File: src/rtl/rcc_pkg.sv
package rcc_pkg;

    // Channel count and relay path encodings.
    localparam int unsigned NUM_CH = 6;
    typedef enum logic [1:0] {
        RCC_PATH_SIG   = 2'h0,
        RCC_PATH_LOOP  = 2'h1,
        RCC_PATH_SHORT = 2'h2
    } rcc_path_t;

    // Register byte offsets.
    localparam logic [7:0] OFF_RELAY   = 8'h00;
    localparam logic [7:0] OFF_CTRL    = 8'h04;
    localparam logic [7:0] OFF_CFG     = 8'h08;
    localparam logic [7:0] OFF_STATUS  = 8'h0c;
    localparam logic [7:0] OFF_IRQ_ST  = 8'h10;
    localparam logic [7:0] OFF_IRQ_MSK = 8'h14;

    // RELAY write: per channel two path bits at 2*i, enable at 16+i.
    localparam int unsigned RELAY_EN_POS = 16;
    // CTRL bits.
    localparam int unsigned CTRL_VPP_ON   = 0;
    localparam int unsigned CTRL_VPP_OFF  = 1;
    localparam int unsigned CTRL_LED_POS  = 2;
    localparam int unsigned CTRL_RT_POS   = 3;
    localparam int unsigned CTRL_CAL_DONE = 4;
    // CFG write: bit0 = upload arrived, bit1 = upload valid.
    localparam int unsigned CFG_ARRIVE = 0;
    localparam int unsigned CFG_VALID  = 1;
    // Interrupt bits.
    localparam int unsigned IRQ_VPP_EXP = 0;
    localparam int unsigned IRQ_CFG_ACK = 1;
    localparam int unsigned IRQ_CFG_NAK = 2;
    localparam int unsigned IRQ_CAL_RET = 3;
    localparam int unsigned IRQ_W       = 4;

    // Reset values.
    localparam logic RST_LED = 1'b1;
    localparam logic RST_RT  = 1'b1;

    // Test supply timing.
    localparam longint unsigned CLK_HZ      = 40000000;
    localparam longint unsigned VPP_TIME_S  = 120;
    localparam longint unsigned VPP_CYCLES  = VPP_TIME_S * CLK_HZ;
    localparam int unsigned     VPP_CNT_W   = 33;
    localparam int unsigned     WARM_CYCLES = 16;

    // Outputs toward the recorder.
    typedef struct packed {
        logic                    vpp_en;
        logic                    led_en;
        logic                    rt_en;
        logic                    warm_rst;
        logic                    offset_cal;
        logic [2*NUM_CH-1:0]     relay_sel;
    } rcc_out_t;

endpackage

File: src/rtl/rcc_top.sv
`timescale 1ns/1ps
module rcc_top #(
    parameter logic [32:0] VPP_CYCLES_P = 33'(rcc_pkg::VPP_CYCLES)
) (
    input  wire logic               aclk,
    input  wire logic               aresetn,
    input  wire logic [7:0]         s_axi_awaddr,
    input  wire logic               s_axi_awvalid,
    output logic                    s_axi_awready,
    input  wire logic [31:0]        s_axi_wdata,
    input  wire logic [3:0]         s_axi_wstrb,
    input  wire logic               s_axi_wvalid,
    output logic                    s_axi_wready,
    output logic [1:0]              s_axi_bresp,
    output logic                    s_axi_bvalid,
    input  wire logic               s_axi_bready,
    input  wire logic [7:0]         s_axi_araddr,
    input  wire logic               s_axi_arvalid,
    output logic                    s_axi_arready,
    output logic [31:0]             s_axi_rdata,
    output logic [1:0]              s_axi_rresp,
    output logic                    s_axi_rvalid,
    input  wire logic               s_axi_rready,
    input  wire logic               rt_data_valid,
    input  wire logic [31:0]        rt_data,
    output logic                    tx_data_valid,
    output logic [31:0]             tx_data,
    output rcc_pkg::rcc_out_t       ctl_out,
    output logic                    irq
);

    localparam int unsigned N = rcc_pkg::NUM_CH;

    logic [7:0]  awaddr_q, awaddr_d, araddr_q, araddr_d;
    logic [31:0] wdata_q, wdata_d, rdata_q, rdata_d;
    logic        aw_have_q, aw_have_d, w_have_q, w_have_d;
    logic        bvalid_q, bvalid_d, rvalid_q, rvalid_d;
    logic [1:0]  bresp_q, bresp_d, rresp_q, rresp_d;
    logic [2*N-1:0] relay_q, relay_d;
    logic        vpp_q, vpp_d, led_q, led_d, rt_q, rt_d;
    logic [32:0] vpp_cnt_q, vpp_cnt_d;
    logic [4:0]  warm_cnt_q, warm_cnt_d;
    logic        warm_q, warm_d, cal_q, cal_d;
    logic [1:0]  cfg_res_q, cfg_res_d;
    logic [rcc_pkg::IRQ_W-1:0] ist_q, ist_d, imsk_q, imsk_d, ev;
    logic        txv_q, txv_d;
    logic [31:0] txd_q, txd_d;
    logic        irq_q, irq_d;
    logic        wr_fire, rd_fire;
    logic        awready_q, awready_d, wready_q, wready_d, arready_q, arready_d;
    logic [31:0] wv;
    logic [2*N-1:0] relay_wr;

    // A write executes once both address and data are held; response follows both.
    assign wr_fire = aw_have_q && w_have_q && !bvalid_q;
    assign rd_fire = s_axi_arvalid && s_axi_arready;
    assign wv      = wdata_q;

    // Per-channel relay update; each channel only takes its own field when its enable is set.
    genvar g;
    generate
        for (g = 0; g < N; g++) begin : g_ch
            always_comb begin
                relay_wr[2*g +: 2] = relay_q[2*g +: 2];
                if (wv[rcc_pkg::RELAY_EN_POS + g] && wv[2*g +: 2] != 2'h3) begin
                    relay_wr[2*g +: 2] = wv[2*g +: 2];
                end
            end
        end
    endgenerate

    // Bus channel next values.
    always_comb begin
        awaddr_d  = awaddr_q;
        wdata_d   = wdata_q;
        aw_have_d = aw_have_q;
        w_have_d  = w_have_q;
        bvalid_d  = bvalid_q;
        bresp_d   = bresp_q;
        araddr_d  = araddr_q;
        rvalid_d  = rvalid_q;
        rresp_d   = rresp_q;
        if (s_axi_awvalid && s_axi_awready) begin
            awaddr_d  = s_axi_awaddr;
            aw_have_d = 1'b1;
        end
        if (s_axi_wvalid && s_axi_wready) begin
            wdata_d  = s_axi_wdata;
            w_have_d = 1'b1;
        end
        if (wr_fire) begin
            aw_have_d = 1'b0;
            w_have_d  = 1'b0;
            bvalid_d  = 1'b1;
            bresp_d   = (awaddr_q == rcc_pkg::OFF_STATUS || awaddr_q > rcc_pkg::OFF_IRQ_MSK) ? 2'h2 : 2'h0;
        end else if (bvalid_q && s_axi_bready) begin
            bvalid_d = 1'b0;
        end
        if (rd_fire) begin
            araddr_d = s_axi_araddr;
            rvalid_d = 1'b1;
            rresp_d  = (s_axi_araddr > rcc_pkg::OFF_IRQ_MSK) ? 2'h2 : 2'h0;
        end else if (rvalid_q && s_axi_rready) begin
            rvalid_d = 1'b0;
        end
        // Readies come from the next state so that they leave a flop yet never accept while a response is pending.
        awready_d = !aw_have_d && !bvalid_d;
        wready_d  = !w_have_d && !bvalid_d;
        arready_d = !rvalid_d;
    end

    // Read data mux; reading interrupt status clears it.
    always_comb begin
        rdata_d = rdata_q;
        if (rd_fire) begin
            unique case (s_axi_araddr)
                rcc_pkg::OFF_RELAY:   rdata_d = 32'(relay_q);
                rcc_pkg::OFF_CTRL:    rdata_d = 32'({rt_q, led_q, 2'h0} | 32'(vpp_q));
                rcc_pkg::OFF_CFG:     rdata_d = 32'(cfg_res_q);
                rcc_pkg::OFF_STATUS:  rdata_d = {warm_q, cal_q, vpp_cnt_q[29:0]};
                rcc_pkg::OFF_IRQ_ST:  rdata_d = 32'(ist_q);
                rcc_pkg::OFF_IRQ_MSK: rdata_d = 32'(imsk_q);
                default:              rdata_d = 32'h0;
            endcase
        end
    end

    // Control state next values.
    always_comb begin
        relay_d    = relay_q;
        vpp_d      = vpp_q;
        vpp_cnt_d  = vpp_cnt_q;
        led_d      = led_q;
        rt_d       = rt_q;
        warm_cnt_d = warm_cnt_q;
        warm_d     = 1'b0;
        cal_d      = 1'b0;
        cfg_res_d  = cfg_res_q;
        imsk_d     = imsk_q;
        ev         = '0;
        // The supply timer counts down and switches itself off at zero.
        if (vpp_q) begin
            if (vpp_cnt_q <= 33'h1) begin
                vpp_d = 1'b0;
                vpp_cnt_d = 33'h0;
                ev[rcc_pkg::IRQ_VPP_EXP] = 1'b1;
            end else begin
                vpp_cnt_d = vpp_cnt_q - 33'h1;
            end
        end
        // Warm reset pulse stretched so slow firmware sees it.
        if (warm_cnt_q != 5'h0) begin
            warm_cnt_d = warm_cnt_q - 5'h1;
            warm_d     = 1'b1;
        end
        if (wr_fire) begin
            unique case (awaddr_q)
                rcc_pkg::OFF_RELAY: relay_d = relay_wr;
                rcc_pkg::OFF_CTRL: begin
                    led_d = wv[rcc_pkg::CTRL_LED_POS];
                    rt_d  = wv[rcc_pkg::CTRL_RT_POS];
                    if (wv[rcc_pkg::CTRL_VPP_OFF]) begin
                        vpp_d     = 1'b0;
                        vpp_cnt_d = 33'h0;
                    end else if (wv[rcc_pkg::CTRL_VPP_ON]) begin
                        vpp_d     = 1'b1;
                        vpp_cnt_d = VPP_CYCLES_P;
                    end
                    if (wv[rcc_pkg::CTRL_CAL_DONE]) begin
                        relay_d = '0;
                        ev[rcc_pkg::IRQ_CAL_RET] = 1'b1;
                    end
                end
                rcc_pkg::OFF_CFG: begin
                    if (wv[rcc_pkg::CFG_ARRIVE]) begin
                        cfg_res_d = {wv[rcc_pkg::CFG_VALID], !wv[rcc_pkg::CFG_VALID]};
                        ev[rcc_pkg::IRQ_CFG_ACK] = wv[rcc_pkg::CFG_VALID];
                        ev[rcc_pkg::IRQ_CFG_NAK] = !wv[rcc_pkg::CFG_VALID];
                        if (wv[rcc_pkg::CFG_VALID]) begin
                            warm_cnt_d = 5'(rcc_pkg::WARM_CYCLES);
                            cal_d      = 1'b1;
                        end
                    end
                end
                rcc_pkg::OFF_IRQ_MSK: imsk_d = wv[rcc_pkg::IRQ_W-1:0];
                default: ;
            endcase
        end
        // Sticky status: read clears, but a new event in the same cycle wins.
        ist_d = ist_q;
        if (rd_fire && s_axi_araddr == rcc_pkg::OFF_IRQ_ST) begin
            ist_d = '0;
        end
        ist_d = ist_d | ev;
        irq_d = |(ist_d & imsk_d);
        // Streaming gated by the real-time enable; time sync is not touched here.
        txv_d = rt_q && rt_data_valid;
        txd_d = rt_data_valid ? rt_data : txd_q;
    end

    // Single register stage for all state.
    always_ff @(posedge aclk) begin
        if (!aresetn) begin
            awaddr_q <= '0; wdata_q <= '0; aw_have_q <= 1'b0; w_have_q <= 1'b0;
            bvalid_q <= 1'b0; bresp_q <= '0; araddr_q <= '0; rvalid_q <= 1'b0;
            rresp_q <= '0; rdata_q <= '0; relay_q <= '0; vpp_q <= 1'b0;
            vpp_cnt_q <= '0; led_q <= rcc_pkg::RST_LED; rt_q <= rcc_pkg::RST_RT;
            warm_cnt_q <= '0; warm_q <= 1'b0; cal_q <= 1'b0; cfg_res_q <= '0;
            ist_q <= '0; imsk_q <= '0; txv_q <= 1'b0; txd_q <= '0; irq_q <= 1'b0;
            awready_q <= 1'b0; wready_q <= 1'b0; arready_q <= 1'b0;
        end else begin
            awaddr_q <= awaddr_d; wdata_q <= wdata_d; aw_have_q <= aw_have_d;
            w_have_q <= w_have_d; bvalid_q <= bvalid_d; bresp_q <= bresp_d;
            araddr_q <= araddr_d; rvalid_q <= rvalid_d; rresp_q <= rresp_d;
            rdata_q <= rdata_d; relay_q <= relay_d; vpp_q <= vpp_d;
            vpp_cnt_q <= vpp_cnt_d; led_q <= led_d; rt_q <= rt_d;
            warm_cnt_q <= warm_cnt_d; warm_q <= warm_d; cal_q <= cal_d;
            cfg_res_q <= cfg_res_d; ist_q <= ist_d; imsk_q <= imsk_d;
            txv_q <= txv_d; txd_q <= txd_d; irq_q <= irq_d;
            awready_q <= awready_d; wready_q <= wready_d; arready_q <= arready_d;
        end
    end

    // Readies stay low in reset and rise one edge after release, so no request is lost to reset.
    assign s_axi_awready       = awready_q;
    assign s_axi_wready        = wready_q;
    assign s_axi_arready       = arready_q;
    assign s_axi_bvalid        = bvalid_q;
    assign s_axi_bresp         = bresp_q;
    assign s_axi_rvalid        = rvalid_q;
    assign s_axi_rresp         = rresp_q;
    assign s_axi_rdata         = rdata_q;
    assign tx_data_valid       = txv_q;
    assign tx_data             = txd_q;
    assign irq                 = irq_q;
    assign ctl_out.vpp_en      = vpp_q;
    assign ctl_out.led_en      = led_q;
    assign ctl_out.rt_en       = rt_q;
    assign ctl_out.warm_rst    = warm_q;
    assign ctl_out.offset_cal  = cal_q;
    assign ctl_out.relay_sel   = relay_q;

    // Checks.
    property p_vpp_expire;
        @(posedge aclk) disable iff (!aresetn) (vpp_q && vpp_cnt_q == 33'h1) |=> !vpp_q;
    endproperty
    a_vpp_expire: assert property (p_vpp_expire) else $error("Supply did not switch off at expiry.");
    property p_vpp_off;
        @(posedge aclk) disable iff (!aresetn) (wr_fire && awaddr_q == rcc_pkg::OFF_CTRL && wv[1]) |=> !vpp_q;
    endproperty
    a_vpp_off: assert property (p_vpp_off) else $error("Off did not stop supply.");
    property p_vpp_on;
        @(posedge aclk) disable iff (!aresetn)
            (wr_fire && awaddr_q == rcc_pkg::OFF_CTRL && wv[0] && !wv[1]) |=> vpp_q && vpp_cnt_q == VPP_CYCLES_P;
    endproperty
    a_vpp_on: assert property (p_vpp_on) else $error("On did not arm timer.");
    property p_cal_ret;
        @(posedge aclk) disable iff (!aresetn) (wr_fire && awaddr_q == rcc_pkg::OFF_CTRL && wv[4]) |=> relay_q == '0;
    endproperty
    a_cal_ret: assert property (p_cal_ret) else $error("Relays not returned after calibration.");
    property p_relay_hold;
        @(posedge aclk) disable iff (!aresetn) !wr_fire |=> $stable(relay_q);
    endproperty
    a_relay_hold: assert property (p_relay_hold) else $error("Relays changed without command.");
    property p_relay_legal;
        @(posedge aclk) disable iff (!aresetn) relay_q[1:0] != 2'h3;
    endproperty
    a_relay_legal: assert property (p_relay_legal) else $error("Illegal relay path.");
    property p_relay_en;
        @(posedge aclk) disable iff (!aresetn)
            (wr_fire && awaddr_q == rcc_pkg::OFF_RELAY && !wv[16]) |=> $stable(relay_q[1:0]);
    endproperty
    a_relay_en: assert property (p_relay_en) else $error("Channel changed without enable.");
    property p_warm;
        @(posedge aclk) disable iff (!aresetn)
            (wr_fire && awaddr_q == rcc_pkg::OFF_CFG && wv[0] && wv[1]) |=> cal_q ##1 warm_q [*8];
    endproperty
    a_warm: assert property (p_warm) else $error("Accepted upload gave no warm reset.");
    property p_cfg_ans;
        @(posedge aclk) disable iff (!aresetn)
            (wr_fire && awaddr_q == rcc_pkg::OFF_CFG && wv[0]) |=> cfg_res_q == {$past(wv[1]), !$past(wv[1])};
    endproperty
    a_cfg_ans: assert property (p_cfg_ans) else $error("Upload answer wrong.");
    property p_rt_gate;
        @(posedge aclk) disable iff (!aresetn) !rt_q |=> !tx_data_valid;
    endproperty
    a_rt_gate: assert property (p_rt_gate) else $error("Streaming while disabled.");
    property p_led;
        @(posedge aclk) disable iff (!aresetn) (wr_fire && awaddr_q == rcc_pkg::OFF_CTRL) |=> led_q == $past(wv[2]);
    endproperty
    a_led: assert property (p_led) else $error("Indicator enable not applied.");
    c_vpp: cover property (@(posedge aclk) vpp_q && vpp_cnt_q == 33'h1);
    c_acc: cover property (@(posedge aclk) cfg_res_q == 2'h2);
    c_rej: cover property (@(posedge aclk) cfg_res_q == 2'h1);

endmodule

File: config.mk
export PLATFORM = sky130hd
export DESIGN_NAME = rcc_top
export DESIGN_NICKNAME = d
export VERILOG_FILES = /design/src/rtl/rcc_pkg.sv /design/src/rtl/rcc_top.sv
export SDC_FILE = /design/constraint.sdc
export NUM_CORES = 1
export LEC_CHECK = 0
export BUFFER_PORTS_ARGS = -buffer_cell sky130_fd_sc_hd__buf_4
export CAP_MARGIN = 20
export CORE_MARGIN = 3
export CORE_UTILIZATION = 25
export CTS_CLUSTER_SIZE = 20
export DETAILED_ROUTE_END_ITERATION = 7
export GPL_TIMING_DRIVEN = 0
export PLACE_DENSITY_LB_ADDON = 0.1
export RECOVER_POWER = 50
export SETUP_SLACK_MARGIN = 0.15
export SLEW_MARGIN = 0
export SYNTH_ARGS = -nofsm -noshare
export SYNTH_HDL_FRONTEND = slang
export SYNTH_SLANG_ARGS = --single-unit
File: constraint.sdc
create_clock -name aclk -period 6.95 [get_ports aclk]
set_input_delay 2.085 -clock aclk [delete_from_list [all_inputs] [get_ports aclk]]
set_output_delay 2.085 -clock aclk [all_outputs]
set_load 0.005 [all_outputs]
# After elaboration in Yosys (flattened, before gate mapping)
# Index checks and enable logic that the tools add are counted.
dict set report totals {
  register_bits 172
  output_inout_bits 92
  wordCells 147
}
dict set report op_classes {
  n_addsub 2
  magnitude_cmp 3
  eq_ne 22
  mux 48
  bitwise_logic 3
  n_reduce_logical 38
}
# cell n
set op_table {}
lappend op_table {{$mux W33} 6}
lappend op_table {{$pmux W32 S6} 1}
lappend op_table {{$le A33 B1 Y1 const B} 1}
lappend op_table {{$sub A33 B1 Y33 const B} 1}
lappend op_table {{$eq A8 B4 Y1 const B} 4}
lappend op_table {{$reduce_and A4 Y1} 7}
lappend op_table {{$ne A2 B2 Y1 const B} 13}
lappend op_table {{$mux W5} 5}
lappend op_table {{$eq A8 B5 Y1 const B} 3}
lappend op_table {{$pmux W12 S2} 1}
lappend op_table {{$mux W1} 20}
lappend op_table {{$mux W2} 10}
lappend op_table {{$logic_and A1 B1 Y1} 17}
lappend op_table {{$eq A8 B3 Y1 const B} 2}
lappend op_table {{$gt A8 B5 Y1 const B} 2}
lappend op_table {{$logic_not A8 Y1} 2}
lappend op_table {{$mux W12} 1}
lappend op_table {{$mux W4} 3}
lappend op_table {{$logic_not A1 Y1} 6}
lappend op_table {{$reduce_bool A5 Y1} 1}
lappend op_table {{$sub A5 B1 Y5 const B} 1}
lappend op_table {{$and A4 B4 Y4} 1}
lappend op_table {{$or A4 B1 Y4} 1}
lappend op_table {{$or A4 B4 Y4} 1}
lappend op_table {{6 further kinds} 6}

# Longest topological paths before layout
dict set report logic_depth {
  depth_word 7
  ltp_mapped 7
  mapped_depth_nobuf 7
}

# Least setup slack after synthesis
# No wires, ideal clock.
dict set report synth_path {
  kind {input to register}
  start {input port s_axi_araddr[5]}
  end {register rdata_q[13] (netlist: s_axi_rdata[13])}
  setup_ns 0.070
  arrival_time_ns 3.644
  required_time_ns 6.880
  slack_ns 3.236
  path_stages 6
  n_path_buf 2
  cell_sequence {or3_1 -> nor4_1 -> clkbuf_1 -> clkbuf_1 -> nand3_1 -> a21oi_1}
}
dict set report synth_between {
  elab_chain_len 2
}
# item line
set synth_lines {}
lappend synth_lines {{start, declared} rcc_top.sv:17} ;# input wire logic [7:0] s_axi_araddr,
lappend synth_lines {{$eq A8 B5 Y1 (tied with other cells)} rcc_top.sv:116} ;# unique case (s_axi_araddr)
lappend synth_lines {{$pmux W32 S6 *} rcc_top.sv:116}
lappend synth_lines {{end signal, assigned} rcc_top.sv:215} ;# rdata_q <= rdata_d; relay_q <= relay_d; vpp_q <= vpp_d;
lappend synth_lines {{end, declared} rcc_top.sv:35} ;# logic [31:0] wdata_q, wdata_d, rdata_q, rdata_d;
# Every way passes the cells marked *; elsewhere a longest branch is shown, timed or not.
# A chain may end at the register's enable or synchronous reset.

# Worst setup path in the final report
dict set report layout_path {
  start {input port s_axi_araddr[5]}
  end {register rdata_q[12] (netlist: s_axi_rdata[12])}
}
# The elaborated chain is that of the path after synthesis.

==> summary by stage <==
Floorplanning
Pin placement for this block handled 184 I/O pins. For this configuration, the core starts out at a cell density of 0.259. The floorplan step defined a die boundary enclosing 29500 um^2. The number of core rows is 59. The horizontal die dimension is around 170 um.

Measured along the y axis, the die boundary spans about 170 um. In this run the standard cell core region covers 26500 um^2.

CTS
The clock reaches the later pin of the worst-skew pair after 0.43 ns. The number of buffers inserted for hold repair after clock tree synthesis is 0. The CTS tree is done. The post-CTS clock slew at the launch and capture registers of the worst setup and hold paths is around 0.070 ns. TritonCTS created 17 clock buffers. The root buffer cell chosen for the clock tree is sky130_fd_sc_hd__clkbuf_16. The clock sink count is 166. Post-CTS timing repair inserted 0 buffers for setup. The number of gates resized after cts is 0. The H-tree generated during clock tree synthesis spans 4 levels. The maximum count of clock buffers along a single path is 2.

Worst setup path
For the worst setup path, the data required time is around 7.3 ns. Walking the worst path, the cells encountered are buf_4, or3_1, nor4_1, clkbuf_1, clkbuf_1, nand3_1, a21oi_1. The critical path is of the input pin to flip-flop type. The reg-to-reg startpoint is vpp_cnt_q[9]. The standard cell with the maximum stage delay on the critical path is sky130_fd_sc_hd__clkbuf_1. The most common cell type on the critical path is sky130_fd_sc_hd__clkbuf_1. Counting both buffers and inverters, the worst setup path holds a total of 3. The logic depth of the worst setup path including buffers is 7. The depth of the most critical reg-to-reg path is 6. The worst setup path is launched from an input pin. The largest stage delay on the critical path is between 0.5 and 0.6 ns. Tracing the worst setup path back leads to its startpoint at s_axi_araddr[5]. Broken down by cell family, the worst path's largest delay share belongs to buffers and inverters. Along the worst path, the maximum fanout reaches 10. The critical path arrival is 4.31 ns.

The element type at the critical path end is a flip-flop.

Timing
The final worst-path setup slack is 2.99 ns. The maximum frequency from static timing analysis is 252 MHz. Across the routed clock network, the largest skew measured is 0.0100 ns. The final critical delay including setup and external delays is 3.96 ns.

The total setup violations reported at the end of the flow is 0. The final hold violation count is 0. The worst slew margin relative to its limit is 0.389. The final-layout setup total negative slack is 0 ns. Setup repair after global routing left no endpoint under its margin.

The final worst-path cycle share is 0.570. At the pin with the least slew margin, the transition time is 0.905 ns. The final number of max-transition violations is 0.

Synth
By area the synthesized netlist is led by sky130_fd_sc_hd__dfxtp_1 (48%), sky130_fd_sc_hd__mux2i_1 (6.1%), sky130_fd_sc_hd__a21oi_1 (5.8%). After synthesis the cells add up to 6860 um^2. The most used flip-flop cell after synthesis is sky130_fd_sc_hd__dfxtp_1. The count of mapped cells out of synthesis is 796. The count of yosys warnings during synthesis is 0.

The share of synthesized flip-flops with an asynchronous set or reset is 0. Counting flops and latches in the post-synthesis netlist gives 166. In the post-synthesis netlist, the cell with the most instances is sky130_fd_sc_hd__dfxtp_1.

The dominant cell type by area after synthesis is sky130_fd_sc_hd__dfxtp_1. The post-synthesis cell type count is 58. The sequential fraction of the synthesis area is 0.485.

The mean instance size in the synthesized netlist is 8.61 um^2. The synthesized design contains 0 enable-type register cells. Ranked by instance count, the synthesized netlist is headed by sky130_fd_sc_hd__dfxtp_1 (166), sky130_fd_sc_hd__nand2_1 (105), sky130_fd_sc_hd__nor2_1 (96).

The top cell type's share of synthesized area is 0.485.

Drt
In the final routed layout, each cell accounts on average for around 17 um. The post-route antenna net violation count is 0. The detailed-router iteration count before antenna repair is 4.

The routed wire length is 22.4 mm. The total via count after detailed routing is 6095. The violation count after the first detailed-routing iteration is about 380. The number of DRC violations after detailed routing is 0. The average vias per placed instance is 4.59.

Placed design
Prior to clock tree synthesis, the placed netlist has a worst setup slack of 2.54 ns. The placed wire-length estimate after detailed placement is 17.0 mm. Routability-driven placement finished with a final weighted congestion of between 0.7 and 0.8. Summing all placed instances gives a cell area of 8500 um^2. In this run the tool buffered the top-level ports with 162 buffer cells.

Final layout
The fraction of final layout cells with drive strength greater than 1 is 0.194. The number of antenna diodes in the final layout is 0. The synthesis-to-finish area growth is 31.4%. Measured on the finished design, the core utilization comes to 0.340. After the last flow step, the layout net total stands at 1076. Fill cells in the final layout number ~2800. The final non-filler cell area is 9010 um^2.

Power and ir drop
The worst voltage drop across the vdd grid is 120 uV. The total chip power is 2.19 mW. Dividing total power by cell area gives a power density of 243 nW/um^2. The leakage dissipation is around 3.6 nW.

GRT
Entering global routing, the biggest net connects 17 pins. The via count of the first global-routing pass was around 5900. The remaining global-route overflow is 0. The initial antenna violation count came to 1. For this run, the total global-route usage over all layers was measured as 0.151. The first-pass GRT wire length is 34.2 mm.

Worst hold path
The worst hold path begins at s_axi_rdata[18]. The type of the worst min-delay path is flip-flop to flip-flop. The number of instances on the worst hold path is 2.

Flow run
Max-cap violations in this run came to 0.

Status
The flow ran to the end, and the final reports show no timing, DRC or antenna violations.
sequential cells by signal (all words and copies together) (netlist names), 2 cells and up:
| signal | cells |
|---|---|
| s_axi_rdata | 32 |
| awaddr_q | 8 |
| tx_data | 32 |
| vpp_cnt_q | 33 |
| imsk_q | 4 |
| wdata_q | 18 |
| ist_q | 4 |
| relay_q | 12 |
| warm_cnt_q | 5 |
| cfg_res_q | 2 |
through the flow:
stage,instances,hold WS (ns)
2_1_floorplan,797,0.422
3_3_place_gp,1294,0.443
3_5_place_dp,1295,0.446
4_1_cts,1327,0.455
5_1_grt,1329,0.467
6_report,1329,0.450
final cells by class:
type / instances / area [um^2] / share of cell area
flip-flops and latches: 166 / 3320 / 0.369
multi-input cells: 567 / 3260 / 0.362
repair buffers: 165 / 1140 / 0.127
clock buffers: 21 / 470 / 0.0522
well taps: 335 / 419 / 0.0465
plain buffers: 54 / 241 / 0.0268
clock inverters: 11 / 121 / 0.0135
inverters: 10 / 37.5 / 0.00416
where the power goes:
part	total [mW]	internal (mW)	switching (mW)
logic	0.216	0.103	0.113
clock network	0.965	0.559	0.406
registers	1.01	0.985	0.0234
tightest hold or removal path: cells and delay by family (launching register included):
| kind | cells | cell delay (ns) |
|---|---|---|
| flops | 1 | 0.31 |
| simple gates | 1 | 0.05 |
| compound gates | 1 | 0.05 |
path summary, 6_finish.rpt:
| path | end | slack [ns] |
|---|---|---|
| setup / recovery | s_axi_rdata[12] | 2.99 |
| setup reg to reg | vpp_cnt_q[31] | 3.97 |
| hold reg to reg | s_axi_rdata[18] | 0.45 |
| hold / removal | s_axi_rdata[18] | 0.45 |
logic make-up after synthesis:
family,after synthesis,synth area share
compound gates,145,0.124
xor+xnor,31,0.0396
fa+ha+maj,3,0.00548
buf+inv,64,0.0407
flops,166,0.485
mux,46,0.0712
other cells,1,0.000547
simple gates,340,0.234
cell usage in the layout, fill, tap and decap left out, types with 6 or more instances in the layout:
master | netlist | routed
sky130_fd_sc_hd__a21oi_1 | 79 | 79
sky130_fd_sc_hd__a22oi_1 | 9 | 9
sky130_fd_sc_hd__a2bb2oi_1 | 12 | 12
sky130_fd_sc_hd__and2_1 | 11 | 11
sky130_fd_sc_hd__buf_4 | 8 | 87
sky130_fd_sc_hd__clkbuf_1 | 43 | 69
sky130_fd_sc_hd__clkbuf_16 | 0 | 17
sky130_fd_sc_hd__clkbuf_4 | 0 | 57
sky130_fd_sc_hd__dfxtp_1 | 166 | 166
sky130_fd_sc_hd__inv_1 | 10 | 10
sky130_fd_sc_hd__mux2i_1 | 42 | 42
sky130_fd_sc_hd__nand2_1 | 105 | 105
sky130_fd_sc_hd__nand2b_1 | 6 | 6
sky130_fd_sc_hd__nand3_1 | 40 | 40
sky130_fd_sc_hd__nor2_1 | 96 | 96
sky130_fd_sc_hd__nor3_1 | 24 | 24
sky130_fd_sc_hd__nor4_1 | 16 | 16
sky130_fd_sc_hd__o21ai_0 | 29 | 29
sky130_fd_sc_hd__xnor2_1 | 25 | 25
sky130_fd_sc_hd__xor2_1 | 6 | 6
layer usage:
| metal | share of wire | up-vias | global-route usage | wire length, um |
|---|---|---|---|---|
| li1 | - | 3127 | - | - |
| met1 | 0.48 | 2839 | 0.207 | 10800 |
| met2 | 0.48 | 113 | 0.242 | 10700 |
| met3 | 0.032 | 14 | 0.0342 | 727 |
| met4 | 0.0087 | 2 | 0.0364 | 194 |
| met5 | 0.00031 | - | 0 | 7 |
Power figures use the tool's default switching activity.
